==> config.mk <==
export PLATFORM = sky130hd
export DESIGN_NAME = crlp_ctrl
export DESIGN_NICKNAME = d
export VERILOG_FILES = /design/src/core/crlp_pkg.sv /design/src/core/crlp_sync2.sv /design/src/core/crlp_ctrl.sv
export VERILOG_INCLUDE_DIRS = /design/src /design/src/core
export SDC_FILE = /design/constraint.sdc
export NUM_CORES = 1
export LEC_CHECK = 0
export BUFFER_PORTS_ARGS = -buffer_cell sky130_fd_sc_hd__buf_2
export CELL_PAD_IN_SITES_DETAIL_PLACEMENT = 0
export CELL_PAD_IN_SITES_GLOBAL_PLACEMENT = 2
export CORE_ASPECT_RATIO = 0.7
export CORE_MARGIN = 2
export CORE_UTILIZATION = 21
export CTS_CLUSTER_SIZE = 30
export DETAILED_ROUTE_END_ITERATION = 16
export PLACE_DENSITY_LB_ADDON = 0.1
export SLEW_MARGIN = 20
export SYNTH_ARGS = -nofsm -noshare
export SYNTH_HDL_FRONTEND = slang
export SYNTH_SLANG_ARGS = --single-unit
==> constraint.sdc <==
create_clock -name ref_clk -period 1.4 [get_ports ref_clk]
set_input_delay 0.42 -clock ref_clk [delete_from_list [all_inputs] [get_ports ref_clk]]
set_output_delay 0.42 -clock ref_clk [all_outputs]
set_load 0.03 [all_outputs]
==> src/core/crlp_defs.svh <==
// Constants for the core reset and low-power control block
`ifndef CRLP_DEFS_SVH
`define CRLP_DEFS_SVH
`define CRLP_RESET_PULSE_CYCLES 6
`define CRLP_STATUS_EXL_POS 1
`define CRLP_STATUS_ERL_POS 2
`define CRLP_STATUS_SR_POS 20
`define CRLP_DEBUG_DM_POS 30
`define CRLP_NUM_HW_INT 8
`define CRLP_CNT_W 3
`endif

==> src/core/crlp_pkg.sv <==
// Types for the core reset and low-power control block
package crlp_pkg;
  typedef enum logic [1:0] {
    CRLP_ST_RESET,
    CRLP_ST_RUN,
    CRLP_ST_IDLE
  } crlp_state_t;
endpackage : crlp_pkg

==> src/core/crlp_sync2.sv <==
// Two-flop synchroniser for asynchronous level inputs
`timescale 1ns/1ps
module crlp_sync2 #(
  parameter int WIDTH = 1,
  parameter logic [WIDTH-1:0] RESET_VAL = '0
) (
  input wire logic ref_clk,
  input wire logic rst,
  input wire logic [WIDTH-1:0] d,
  output logic [WIDTH-1:0] q
);
  logic [WIDTH-1:0] meta_reg;

  // First stage is read only by the second stage
  always_ff @(posedge ref_clk) begin
    if (rst) begin
      meta_reg <= RESET_VAL;
      q <= RESET_VAL;
    end else begin
      meta_reg <= d;
      q <= meta_reg;
    end
  end
endmodule : crlp_sync2

==> src/core/crlp_ctrl.sv <==
// Reset sequencing, power-state mirroring and idle-mode control for the core
// What this block does
// Two active-low resets, warm and cold, sync or async, each cause a reset.
// A reset request yields a six-cycle internal reset pulse, then clean synchronous exit.
// Warm reset lets the debug boot request enter debug mode at reset end.
// Cold reset ignores debug boot and starts fetching in kernel mode.
// Warm reset sets the soft-reset flag so software can tell them apart.
// Both reset inputs high means normal operation and no reset action.
// System logic asserts a reset input at power-on and when reinitialisation is wanted.
// Exception-level output follows status bit 1 as it sets and clears.
// Error-level output follows status bit 2 as it sets and clears.
// Debug-mode output follows debug register bit 30.
// External power logic may watch those three outputs to decide on waking.
// Idle stops the internal clock; timer, interrupts, NMI and resets keep running.
// Any interrupt, NMI or reset ends idle mode and resumes operation.
// Sleep indicator rises when the idle instruction executes.
// State holds correctly when the clock is slowed or halted.
// Sleep indicator falls once a wake-up restarts the clock and execution.
`timescale 1ns/1ps
`include "crlp_defs.svh"
module crlp_ctrl #(
  parameter int RESET_CYCLES = `CRLP_RESET_PULSE_CYCLES,
  parameter int NUM_INT = `CRLP_NUM_HW_INT
) (
  input wire logic ref_clk,
  input wire logic rst,
  input wire logic warm_reset_n_in,
  input wire logic cold_reset_n_in,
  input wire logic debug_boot_request,
  input wire logic [NUM_INT-1:0] hw_int_in,
  input wire logic nmi_in,
  input wire logic timer_int,
  input wire logic idle_exec,
  input wire logic [31:0] status_in,
  input wire logic [31:0] debug_in,
  output logic core_reset,
  output logic reset_done,
  output logic warm_reset_taken,
  output logic soft_reset_flag,
  output logic debug_boot_enter,
  output logic kernel_boot,
  output logic core_clock_enable,
  output logic sleep_out,
  output logic exception_level_out,
  output logic error_level_out,
  output logic debug_mode_out
);
  localparam int CW = `CRLP_CNT_W;
  localparam logic [CW-1:0] LAST_CNT = CW'(RESET_CYCLES - 1);
  localparam int MIRROR_W = 3;

  logic warm_n_sync;
  logic cold_n_sync;
  logic nmi_sync;
  logic [NUM_INT-1:0] int_sync;
  crlp_pkg::crlp_state_t state_reg;
  logic [CW-1:0] cnt_reg;
  logic warm_src_reg;
  logic dbg_req_reg;
  logic reset_req;
  logic wake;
  logic in_reset;
  logic seq_exit;
  logic debug_boot_ok;
  logic idle_enter;
  logic idle_hold;
  logic sleep_next;
  logic [MIRROR_W-1:0] mirror_src;
  logic [MIRROR_W-1:0] mirror_q;

  // Synchroniser clears to zero, so both pins read as asserted until seen high
  crlp_sync2 #(.WIDTH(2), .RESET_VAL(2'h0)) u_rst_sync (
    .ref_clk(ref_clk),
    .rst(rst),
    .d({warm_reset_n_in, cold_reset_n_in}),
    .q({warm_n_sync, cold_n_sync})
  );

  crlp_sync2 #(.WIDTH(NUM_INT + 2), .RESET_VAL('0)) u_wake_sync (
    .ref_clk(ref_clk),
    .rst(rst),
    .d({hw_int_in, nmi_in, debug_boot_request}),
    .q({int_sync, nmi_sync, dbg_req_reg})
  );

  assign reset_req = !warm_n_sync || !cold_n_sync;
  assign wake = (|int_sync) || nmi_sync || timer_int || reset_req;

  // Decoded sequencer events, shared by the state, boot and sleep logic
  assign in_reset = (state_reg == crlp_pkg::CRLP_ST_RESET);
  assign seq_exit = in_reset && (cnt_reg == LAST_CNT) && !reset_req;
  assign debug_boot_ok = warm_src_reg && dbg_req_reg;
  // Reset beats idle, so an idle pulse that meets a reset request is dropped
  assign idle_enter = (state_reg == crlp_pkg::CRLP_ST_RUN) && idle_exec && !reset_req;
  assign idle_hold = (state_reg == crlp_pkg::CRLP_ST_IDLE) && !wake;
  assign sleep_next = idle_enter || idle_hold;

  // Sequencer; this logic sits on the free-running clock so it sees wakes
  // while the gated core clock is stopped
  always_ff @(posedge ref_clk) begin
    if (rst) begin
      state_reg <= crlp_pkg::CRLP_ST_RESET;
    end else if (reset_req) begin
      state_reg <= crlp_pkg::CRLP_ST_RESET;
    end else begin
      unique case (state_reg)
        crlp_pkg::CRLP_ST_RESET: begin
          if (cnt_reg == LAST_CNT) begin
            state_reg <= crlp_pkg::CRLP_ST_RUN;
          end
        end
        crlp_pkg::CRLP_ST_RUN: begin
          if (idle_enter) begin
            state_reg <= crlp_pkg::CRLP_ST_IDLE;
          end
        end
        crlp_pkg::CRLP_ST_IDLE: begin
          if (wake) begin
            state_reg <= crlp_pkg::CRLP_ST_RUN;
          end
        end
        default: begin
          state_reg <= crlp_pkg::CRLP_ST_RESET;
        end
      endcase
    end
  end

  // Pulse timer; cleared outside reset so every entry into reset times a full pulse,
  // even one reached from an illegal state code
  always_ff @(posedge ref_clk) begin
    if (rst || reset_req) begin
      cnt_reg <= '0;
    end else if (!in_reset) begin
      cnt_reg <= '0;
    end else if (cnt_reg != LAST_CNT) begin
      cnt_reg <= cnt_reg + CW'(1);
    end
  end

  // Remember which pin started the reset; cold wins if both are low
  always_ff @(posedge ref_clk) begin
    if (rst) begin
      warm_src_reg <= 1'b0;
    end else if (!cold_n_sync) begin
      warm_src_reg <= 1'b0;
    end else if (!warm_n_sync) begin
      warm_src_reg <= 1'b1;
    end
  end

  // The core leaves reset on the same edge as the exit pulse rises
  always_ff @(posedge ref_clk) begin
    if (rst) begin
      core_reset <= 1'b1;
    end else begin
      core_reset <= (in_reset && !seq_exit) || reset_req;
    end
  end

  always_ff @(posedge ref_clk) begin
    if (rst) begin
      reset_done <= 1'b0;
    end else begin
      reset_done <= seq_exit;
    end
  end

  always_ff @(posedge ref_clk) begin
    if (rst) begin
      debug_boot_enter <= 1'b0;
      kernel_boot <= 1'b0;
    end else begin
      debug_boot_enter <= seq_exit && debug_boot_ok;
      kernel_boot <= seq_exit && !debug_boot_ok;
    end
  end

  // Updated only while in reset, so software reads a steady value afterwards
  always_ff @(posedge ref_clk) begin
    if (rst) begin
      soft_reset_flag <= 1'b0;
    end else if (in_reset) begin
      soft_reset_flag <= warm_src_reg;
    end
  end

  assign warm_reset_taken = warm_src_reg;

  // Both come from one next value so they never disagree once rst is released; rst holds both low
  always_ff @(posedge ref_clk) begin
    if (rst) begin
      sleep_out <= 1'b0;
    end else begin
      sleep_out <= sleep_next;
    end
  end

  // The clock is held off while rst is high but keeps running through the internal reset pulse so it can be timed
  always_ff @(posedge ref_clk) begin
    if (rst) begin
      core_clock_enable <= 1'b0;
    end else begin
      core_clock_enable <= !sleep_next;
    end
  end

  // Mirror sources in output order: exception level, error level, debug mode
  assign mirror_src = {
    status_in[`CRLP_STATUS_EXL_POS],
    status_in[`CRLP_STATUS_ERL_POS],
    debug_in[`CRLP_DEBUG_DM_POS]
  };

  for (genvar b = 0; b < MIRROR_W; b++) begin : g_mirror
    logic hold_reg;
    always_ff @(posedge ref_clk) begin
      if (rst) begin
        hold_reg <= 1'b0;
      end else begin
        hold_reg <= mirror_src[b];
      end
    end
    assign mirror_q[b] = hold_reg;
  end

  assign exception_level_out = mirror_q[2];
  assign error_level_out = mirror_q[1];
  assign debug_mode_out = mirror_q[0];
endmodule : crlp_ctrl

# Word level (Yosys, flattened, before mapping)

Cells that the tools add are included.

Register bits: 40
Input port bits: 80
Logic and storage cells: 60

Add/sub/neg operators: 1
Eq/ne operators: 7
Multiplexer cells: 4
Bitwise operators: 2
Reductions and logical operators: 29

Operators with widths:

| kind                                                  | number |
|---|---|
| logical AND 1 bit                                     | 9 |
| OR reduction 8 bit                                    | 1 |
| logical NOT 1 bit                                     | 7 |
| logical OR 1 bit                                      | 7 |
| two-way mux 2 bit                                     | 3 |
| case mux 2 bit (3 select lines)                       | 1 |
| OR reduction 2 bit                                    | 3 |
| inequality test 2 bit, second input constant          | 2 |
| adder 3 x 1 -> 3 bit, second input constant           | 1 |
| equality test 3 bit, second input constant            | 1 |
| inequality test 3 bit, second input constant          | 1 |
| AND reduction 3 bit                                   | 1 |
| equality test 2 x 1 -> 1 bit, second input constant   | 1 |
| equality test 2 bit, second input constant            | 1 |
| logical NOT 2 bit                                     | 1 |
| inequality test 2 x 1 -> 1 bit, second input constant | 1 |
| NOT 1 bit                                             | 2 |

# Logic depth before layout (Yosys ltp)

Gate-level depths: netlist (run 1).

Depth after elaboration: 8
Gate-level depth with buffers: 5

# Modules after synthesis

A second synthesis (run 1) with hierarchy kept.

Cells, all modules: 105
Area, all modules: 1,283.7 µm²

By module, submodules not included:

| module                   | instances | cells each | area each (µm²) |
|---|---|---|---|
| crlp_sync2 (u_wake_sync) | 1         | 42         | 618.1 |
| crlp_ctrl                | 1         | 55         | 560.5 |
| crlp_sync2 (u_rst_sync)  | 1         | 8          | 105.1 |

# Least setup slack after synthesis (run 1)

Ideal clock, no wire load.

Kind: reg2reg
From: reg cnt_reg[0]
To: reg state_reg[0]
Library setup time: 0.060 ns
Arrival time: 1.114 ns
Required time: 1.340 ns
Path slack: 0.226 ns
Cell stages (with the launch flop): 5
Buffers on the path: 0
Cell sequence: dfxtp_1 ha_1 nand2_2 a211o_1 and3b_1

Cells in the longest elaborated chain, start to end: 3

Ends and longest elaborated chain:

| element                                         | RTL line         | text |
|---|---|---|
| start: declaration                              | crlp_ctrl.sv:57  | `logic [CW-1:0] cnt_reg;` |
| start signal: assignment                        | crlp_ctrl.sv:137 | `cnt_reg <= cnt_reg + CW'(1);` |
| equality test 3 bit                             | crlp_ctrl.sv:108 | `if (cnt_reg == LAST_CNT) begin` |
| inequality test 2 x 1 -> 1 bit (no source line) | -                |  |
| AND reduction 3 bit (no source line)            | -                |  |
| end signal: assignment                          | crlp_ctrl.sv:109 | `state_reg <= crlp_pkg::CRLP_ST_RUN;` |
| end signal: assignment                          | crlp_ctrl.sv:114 | `state_reg <= crlp_pkg::CRLP_ST_IDLE;` |
| end signal: assignment                          | crlp_ctrl.sv:119 | `state_reg <= crlp_pkg::CRLP_ST_RUN;` |
| end: declaration                                | crlp_ctrl.sv:56  | `crlp_pkg::crlp_state_t state_reg;` |

No other way between the ends.
A chain may end at the register's enable or synchronous reset.

# Worst setup path in the final report (run 1)

From: reg warm_src_reg, in the netlist warm_reset_taken
To: out warm_reset_taken

RTL lines:

| element                  | RTL line         | text |
|---|---|---|
| start: declaration       | crlp_ctrl.sv:58  | `logic warm_src_reg;` |
| start signal: assignment | crlp_ctrl.sv:144 | `warm_src_reg <= 1'b0;` |
| start signal: assignment | crlp_ctrl.sv:146 | `warm_src_reg <= 1'b0;` |
| start signal: assignment | crlp_ctrl.sv:148 | `warm_src_reg <= 1'b1;` |
| end: declaration         | crlp_ctrl.sv:38  | `output logic warm_reset_taken,` |

No word-level cell between the ends.

==> impl_metrics.tcl, run 1 <==
set metrics [dict create \
    run_status "complete, no violations" \
    insertion_delay_ns 0.28 \
    clockPowerShare 0.341 \
    wl_per_cell_microns 10.0 \
    p_leak_uw 0.000631 \
    num_rows 23 \
    dr.first_iter.drc_count 16 \
    finalCriticalPeriod_ns 1.31 \
    post-cts-setup-buffers 0 \
    drv_slew 0 \
    cts_made_buffers 5 \
    fp.dieW_microns 94.5 \
    synth.distinct_cells 23 \
    worstSetupStartpointType "register" \
    r2r-start "state_reg[1]" \
    slew_headroom 0.810 \
    path_max_fanout 4 \
    drv_cap 0 \
    p_seq_frac 0.609 \
    cts_tree "done" \
    fin_util 0.270 \
    p_sw_frac 0.206 \
    power_density_mw_per_mm2 1280 \
    overflow 0 \
    slowest_stage "dfxtp_1" \
    min_from "hw_int_in[3]" \
    critPathBufInv 1 \
    antennaDiodeCount 0 \
    ys_ff_latch 40 \
    antenna_found_initial 0 \
    grt_start_max_net_pins 29 \
    peakVddDrop_uv 372 \
    dieArea_sq_mm 0.00637 \
    cts.clk_slew.worst_paths_ns 0.07 \
    hold_viol 0 \
    grt_pass1_vias 689 \
    critical-path-top-delay-family "flip-flops" \
    syn_to_final_growth_pct 26.5 \
    multi_input_area_sq_um 389 \
    wirelength_microns 2160 \
    combPwrFrac 0.050 \
    arrival_ns 0.89 \
    die_y_microns 67.4 \
    max_freq_ghz 0.763 \
    fin_skew_ns 0.00118 \
    gp_congestion 0.636 \
    ant_nets 0 \
    critical_path_class "register to primary output" \
    root_buffer "clkbuf_8" \
    final_common_cell "dfxtp_1" \
    cts_hold_buf 0 \
    cts_resized 0 \
    core-area_sq_mm 0.00564 \
    synth_area_sq_mm 0.00120 \
    synth.net_count 188 \
    start_util 0.214 \
    htree_levels 2 \
    grt_pass1_wl_microns 3330 \
    register_area_sq_um 801 \
    cts_buffer_depth 2 \
    slowest_delay_ns 0.39 \
    end_kind "primary output" \
    setup_viol 0 \
    yosysWarningCount 0 \
    remaining_drc_errors 0 \
    p_total_uw 1950 \
    dr.pass1.iters 2 \
    dp_slack_ns 0.0401 \
    rrSetupSlack_ns 0.14 \
    grt_usage 0.0744 \
    synth-seq-area-share 0.665 \
    crit_required_ns 0.98 \
    layout_common_cells "dfxtp_1, buf_2, nor2b_1" \
    min_period_over_period 0.936 \
    io_pins 91 \
    port_buffers 29 \
    crit_chain "buf_2" \
    place_hpwl_microns 1540 \
    vias_per_cell 3.60 \
    synth.avg_cell_area_sq_um 11.4 \
    p_sw_uw 402 \
    num_vias 773 \
    layout-drive-gt1-share 0.279 \
    tightest_slew_ns 0.281 \
    hold_class "input port to register" \
    cts_sinks 40 \
    rsz0062_at_grt "no" \
    finalNetCount 224 \
    setup_slack_ns 0.0892 \
    fin_tns_setup_ns 0 \
    fill_cells 619 \
    power.internal_uw 1550 \
    critPathLaunch "warm_reset_taken" \
    synthCells 106 \
]
worst paths after layout:
check             depth (start not counted)                      end
setup / recovery                          1         warm_reset_taken
hold / removal                            2  u_wake_sync.meta_reg[5]
setup reg to reg                          3             state_reg[0]
hold reg to reg                           1         u_wake_sync.q[1]
cell type report:
class                   count  area share
inverters                   1     0.00246
clock buffers               5      0.0452
flip-flops and latches     40       0.525
repair buffers             32       0.110
multi-input cells          62       0.255
well taps                  75      0.0616
kinds of logic after synthesis:
kind of cell	count (synthesis)	synth area share
AOI/OAI and AO/OA	7	0.0343
xor gates and xnor gates	1	0.00727
adders and majority gates	2	0.0208
buffers and inverters	4	0.0125
DFF	40	0.665
and+or+nand+nor	52	0.261
stage by stage:
step / hold WS [ns] / instance area, sq um / instances
global route: 0.339 / 1520 / 215
global placement: 0.428 / 1460 / 210
CTS: 0.327 / 1520 / 215
finish: 0.341 / 1520 / 215
detailed placement: 0.429 / 1460 / 210
floorplan: 0.414 / 1200 / 106
Yosys cell counts, drive strengths merged:
| master | n | area, sq um |
|---|---|---|
| a211oi | 1 | 7.51 |
| a211o | 1 | 8.76 |
| o21ai | 2 | 10.0 |
| xnor2 | 1 | 8.76 |
| nand4b | 1 | 8.76 |
| nor3 | 2 | 10.0 |
| nor2b | 28 | 175 |
| nor3b | 2 | 15.0 |
| nor4b | 1 | 8.76 |
| and3b | 2 | 17.5 |
| clkbuf | 3 | 11.3 |
| and2 | 1 | 6.26 |
| nor2 | 6 | 25.0 |
| nor4 | 2 | 12.5 |
| nand4 | 1 | 6.26 |
| dfxtp | 40 | 801 |
| a21oi | 3 | 15.0 |
| nand2 | 5 | 21.3 |
| inv | 1 | 3.75 |
| nand3b | 1 | 7.51 |
| ha | 2 | 25.0 |
metal layers:
layer  wire length [microns]  GRT usage
met5                       0          0
met4                      36     0.0489
met3                     208     0.0424
met2                     818     0.0920
met1                    1100     0.0964
power groups by stage:
stage	registers, uW	logic [uW]	clock network (uW)
2_1_floorplan	1230	40.6	0
3_3_place_gp	1210	99.0	0
3_5_place_dp	1210	101	0
4_1_cts	1190	101	703
5_1_grt	1190	108	742
6_report	1190	98.1	665
worst register-to-register path, cell delays in order (launching register included):
cell     delay (ns)
dfxtp_1        0.40
nor4b_1        0.28
nand4_1        0.23
and3b_1        0.24
Note: power is estimated with default switching activity, not from simulation.
==> run 2: changes to the inputs <==
--- a/config.mk
+++ b/config.mk
@@ -14,7 +14,7 @@
 export CORE_UTILIZATION = 21
 export CTS_CLUSTER_SIZE = 30
 export DETAILED_ROUTE_END_ITERATION = 16
-export PLACE_DENSITY_LB_ADDON = 0.1
+export PLACE_DENSITY_LB_ADDON = 0.15
 export SLEW_MARGIN = 20
 export SYNTH_ARGS = -nofsm -noshare
 export SYNTH_HDL_FRONTEND = slang
==> run 2 against run 1 <==
Net effect:
- design area rose by 5.4%
- power rose by 32%
- critical path depth did not move
==> impl_metrics.tcl, run 2 (synthesized netlist as in run 1, its figures left out) <==
set metrics [dict create \
    cts_buffer_depth 2 \
    grt_pass1_wl_microns 3170 \
    max_freq_ghz 0.762 \
    core-area_sq_mm 0.00564 \
    port_buffers 29 \
    remaining_drc_errors 0 \
    syn_to_final_growth_pct 33.3 \
    tightest_slew_ns 0.380 \
    ant_nets 0 \
    fin_skew_ns 0.00998 \
    gp_congestion 0.605 \
    cts_made_buffers 5 \
    grt_usage 0.0713 \
    dr.first_iter.drc_count 16 \
    slew_headroom 0.744 \
    finalCriticalPeriod_ns 1.31 \
    dp_slack_ns 0.0285 \
    final_common_cell "dfxtp_1" \
    overflow 0 \
    layout-drive-gt1-share 0.289 \
    slowest_stage "dfxtp_1" \
    grt_start_max_net_pins 25 \
    wirelength_microns 2040 \
    dieArea_sq_mm 0.00637 \
    rrSetupSlack_ns 0.12 \
    fp.dieW_microns 94.5 \
    fin_util 0.285 \
    htree_levels 2 \
    cts.clk_slew.worst_paths_ns 0.08 \
    fin_hold_ws_ns 0.327 \
    insertion_delay_ns 0.29 \
    post-cts-setup-buffers 0 \
    critical_path_class "register to primary output" \
    peakVddDrop_uv 395 \
    path_max_fanout 4 \
    worst-r2r-cell-count 3 \
    r2r_end "state_reg[0]" \
    hold_class "input port to register" \
    cts_resized 0 \
    critPathBufInv 1 \
    num_rows 23 \
    antennaDiodeCount 0 \
    start_util 0.214 \
    cp-endpoint "warm_reset_taken" \
    critical-path-top-delay-family "flip-flops" \
    drv_slew 0 \
    end_kind "primary output" \
    setup_viol 0 \
    wl_per_cell_microns 9.39 \
    p_leak_uw 0.000669 \
    io_pins 91 \
    rsz0062_at_grt "no" \
    die_y_microns 67.4 \
    hold_viol 0 \
    finalNetCount 223 \
    slowest_delay_ns 0.38 \
    min_period_over_period 0.938 \
    dr.pass1.iters 3 \
    vias_per_cell 3.58 \
    fin_tns_setup_ns 0 \
    root_buffer "clkbuf_8" \
    power_density_mw_per_mm2 1600 \
    run_status "complete, no violations" \
    cts_tree "done" \
    worstSetupStartpointType "register" \
    cp.depth 1 \
    layout_common_cells "dfxtp_1, buf_2, nor2b_1" \
    antenna_found_initial 0 \
    cts_sinks 40 \
    grt_pass1_vias 654 \
    place_hpwl_microns 1460 \
    crit_required_ns 0.98 \
    num_vias 776 \
    arrival_ns 0.89 \
    setup_slack_ns 0.0873 \
    drv_cap 0 \
    r2r-start "u_wake_sync.q[9]" \
    cts_hold_buf 0 \
    critPathLaunch "warm_reset_taken" \
    crit_chain "buf_2" \
]
-- run 2: changes by cell type in the layout (fill, tap and decap cells not counted), sizes merged --
cell	before	now
buf	32	31
bufinv	0	3
-- run 2: power breakdown --
group	internal (uW)	switching (uW)
Clock	891	394
Sequential	1180	10.1
Combinational	47.2	47.1
Total	2120	452
-- run 2: metrics by stage --
step                      cells  total power, uW  cell area [sq um]
final                       217             2570               1610
after global routing        217             2680               1610
after CTS                   217             2600               1610
after detailed placement    209             1310               1450
after global placement      209             1310               1450
after floorplan             106             1270               1200
-- run 2: area by class of cell --
class	instances	area, sq um
fillers	625	4030
flip-flops and latches	40	801
multi-input cells	62	389
repair buffers	31	160
well taps	75	93.8
clock inverters	3	90.1
clock buffers	5	68.8
inverters	1	3.75
-- run 2: how the worst min path moves through the flow --
stage	start	endpoint	slack (ns)	cells after the start
floorplan	u_rst_sync.meta_reg[0]	u_rst_sync.q[0]	0.41	1
global placement	u_wake_sync.meta_reg[1]	u_wake_sync.q[1]	0.42	1
detailed placement	u_wake_sync.meta_reg[4]	u_wake_sync.q[4]	0.42	1
CTS	debug_in[30]	debug_mode_out	0.32	2
global route	hw_int_in[1]	u_wake_sync.meta_reg[3]	0.32	2
finish	debug_in[30]	debug_mode_out	0.33	2
-- run 2: per-layer routing --
metal / track usage / up-vias / wire length [microns]
li1: - / 413 / -
met1: 0.0937 / 327 / 1060
met2: 0.0830 / 29 / 720
met3: 0.0402 / 7 / 192
met4: 0.0543 / 0 / 67
met5: 0 / - / 0
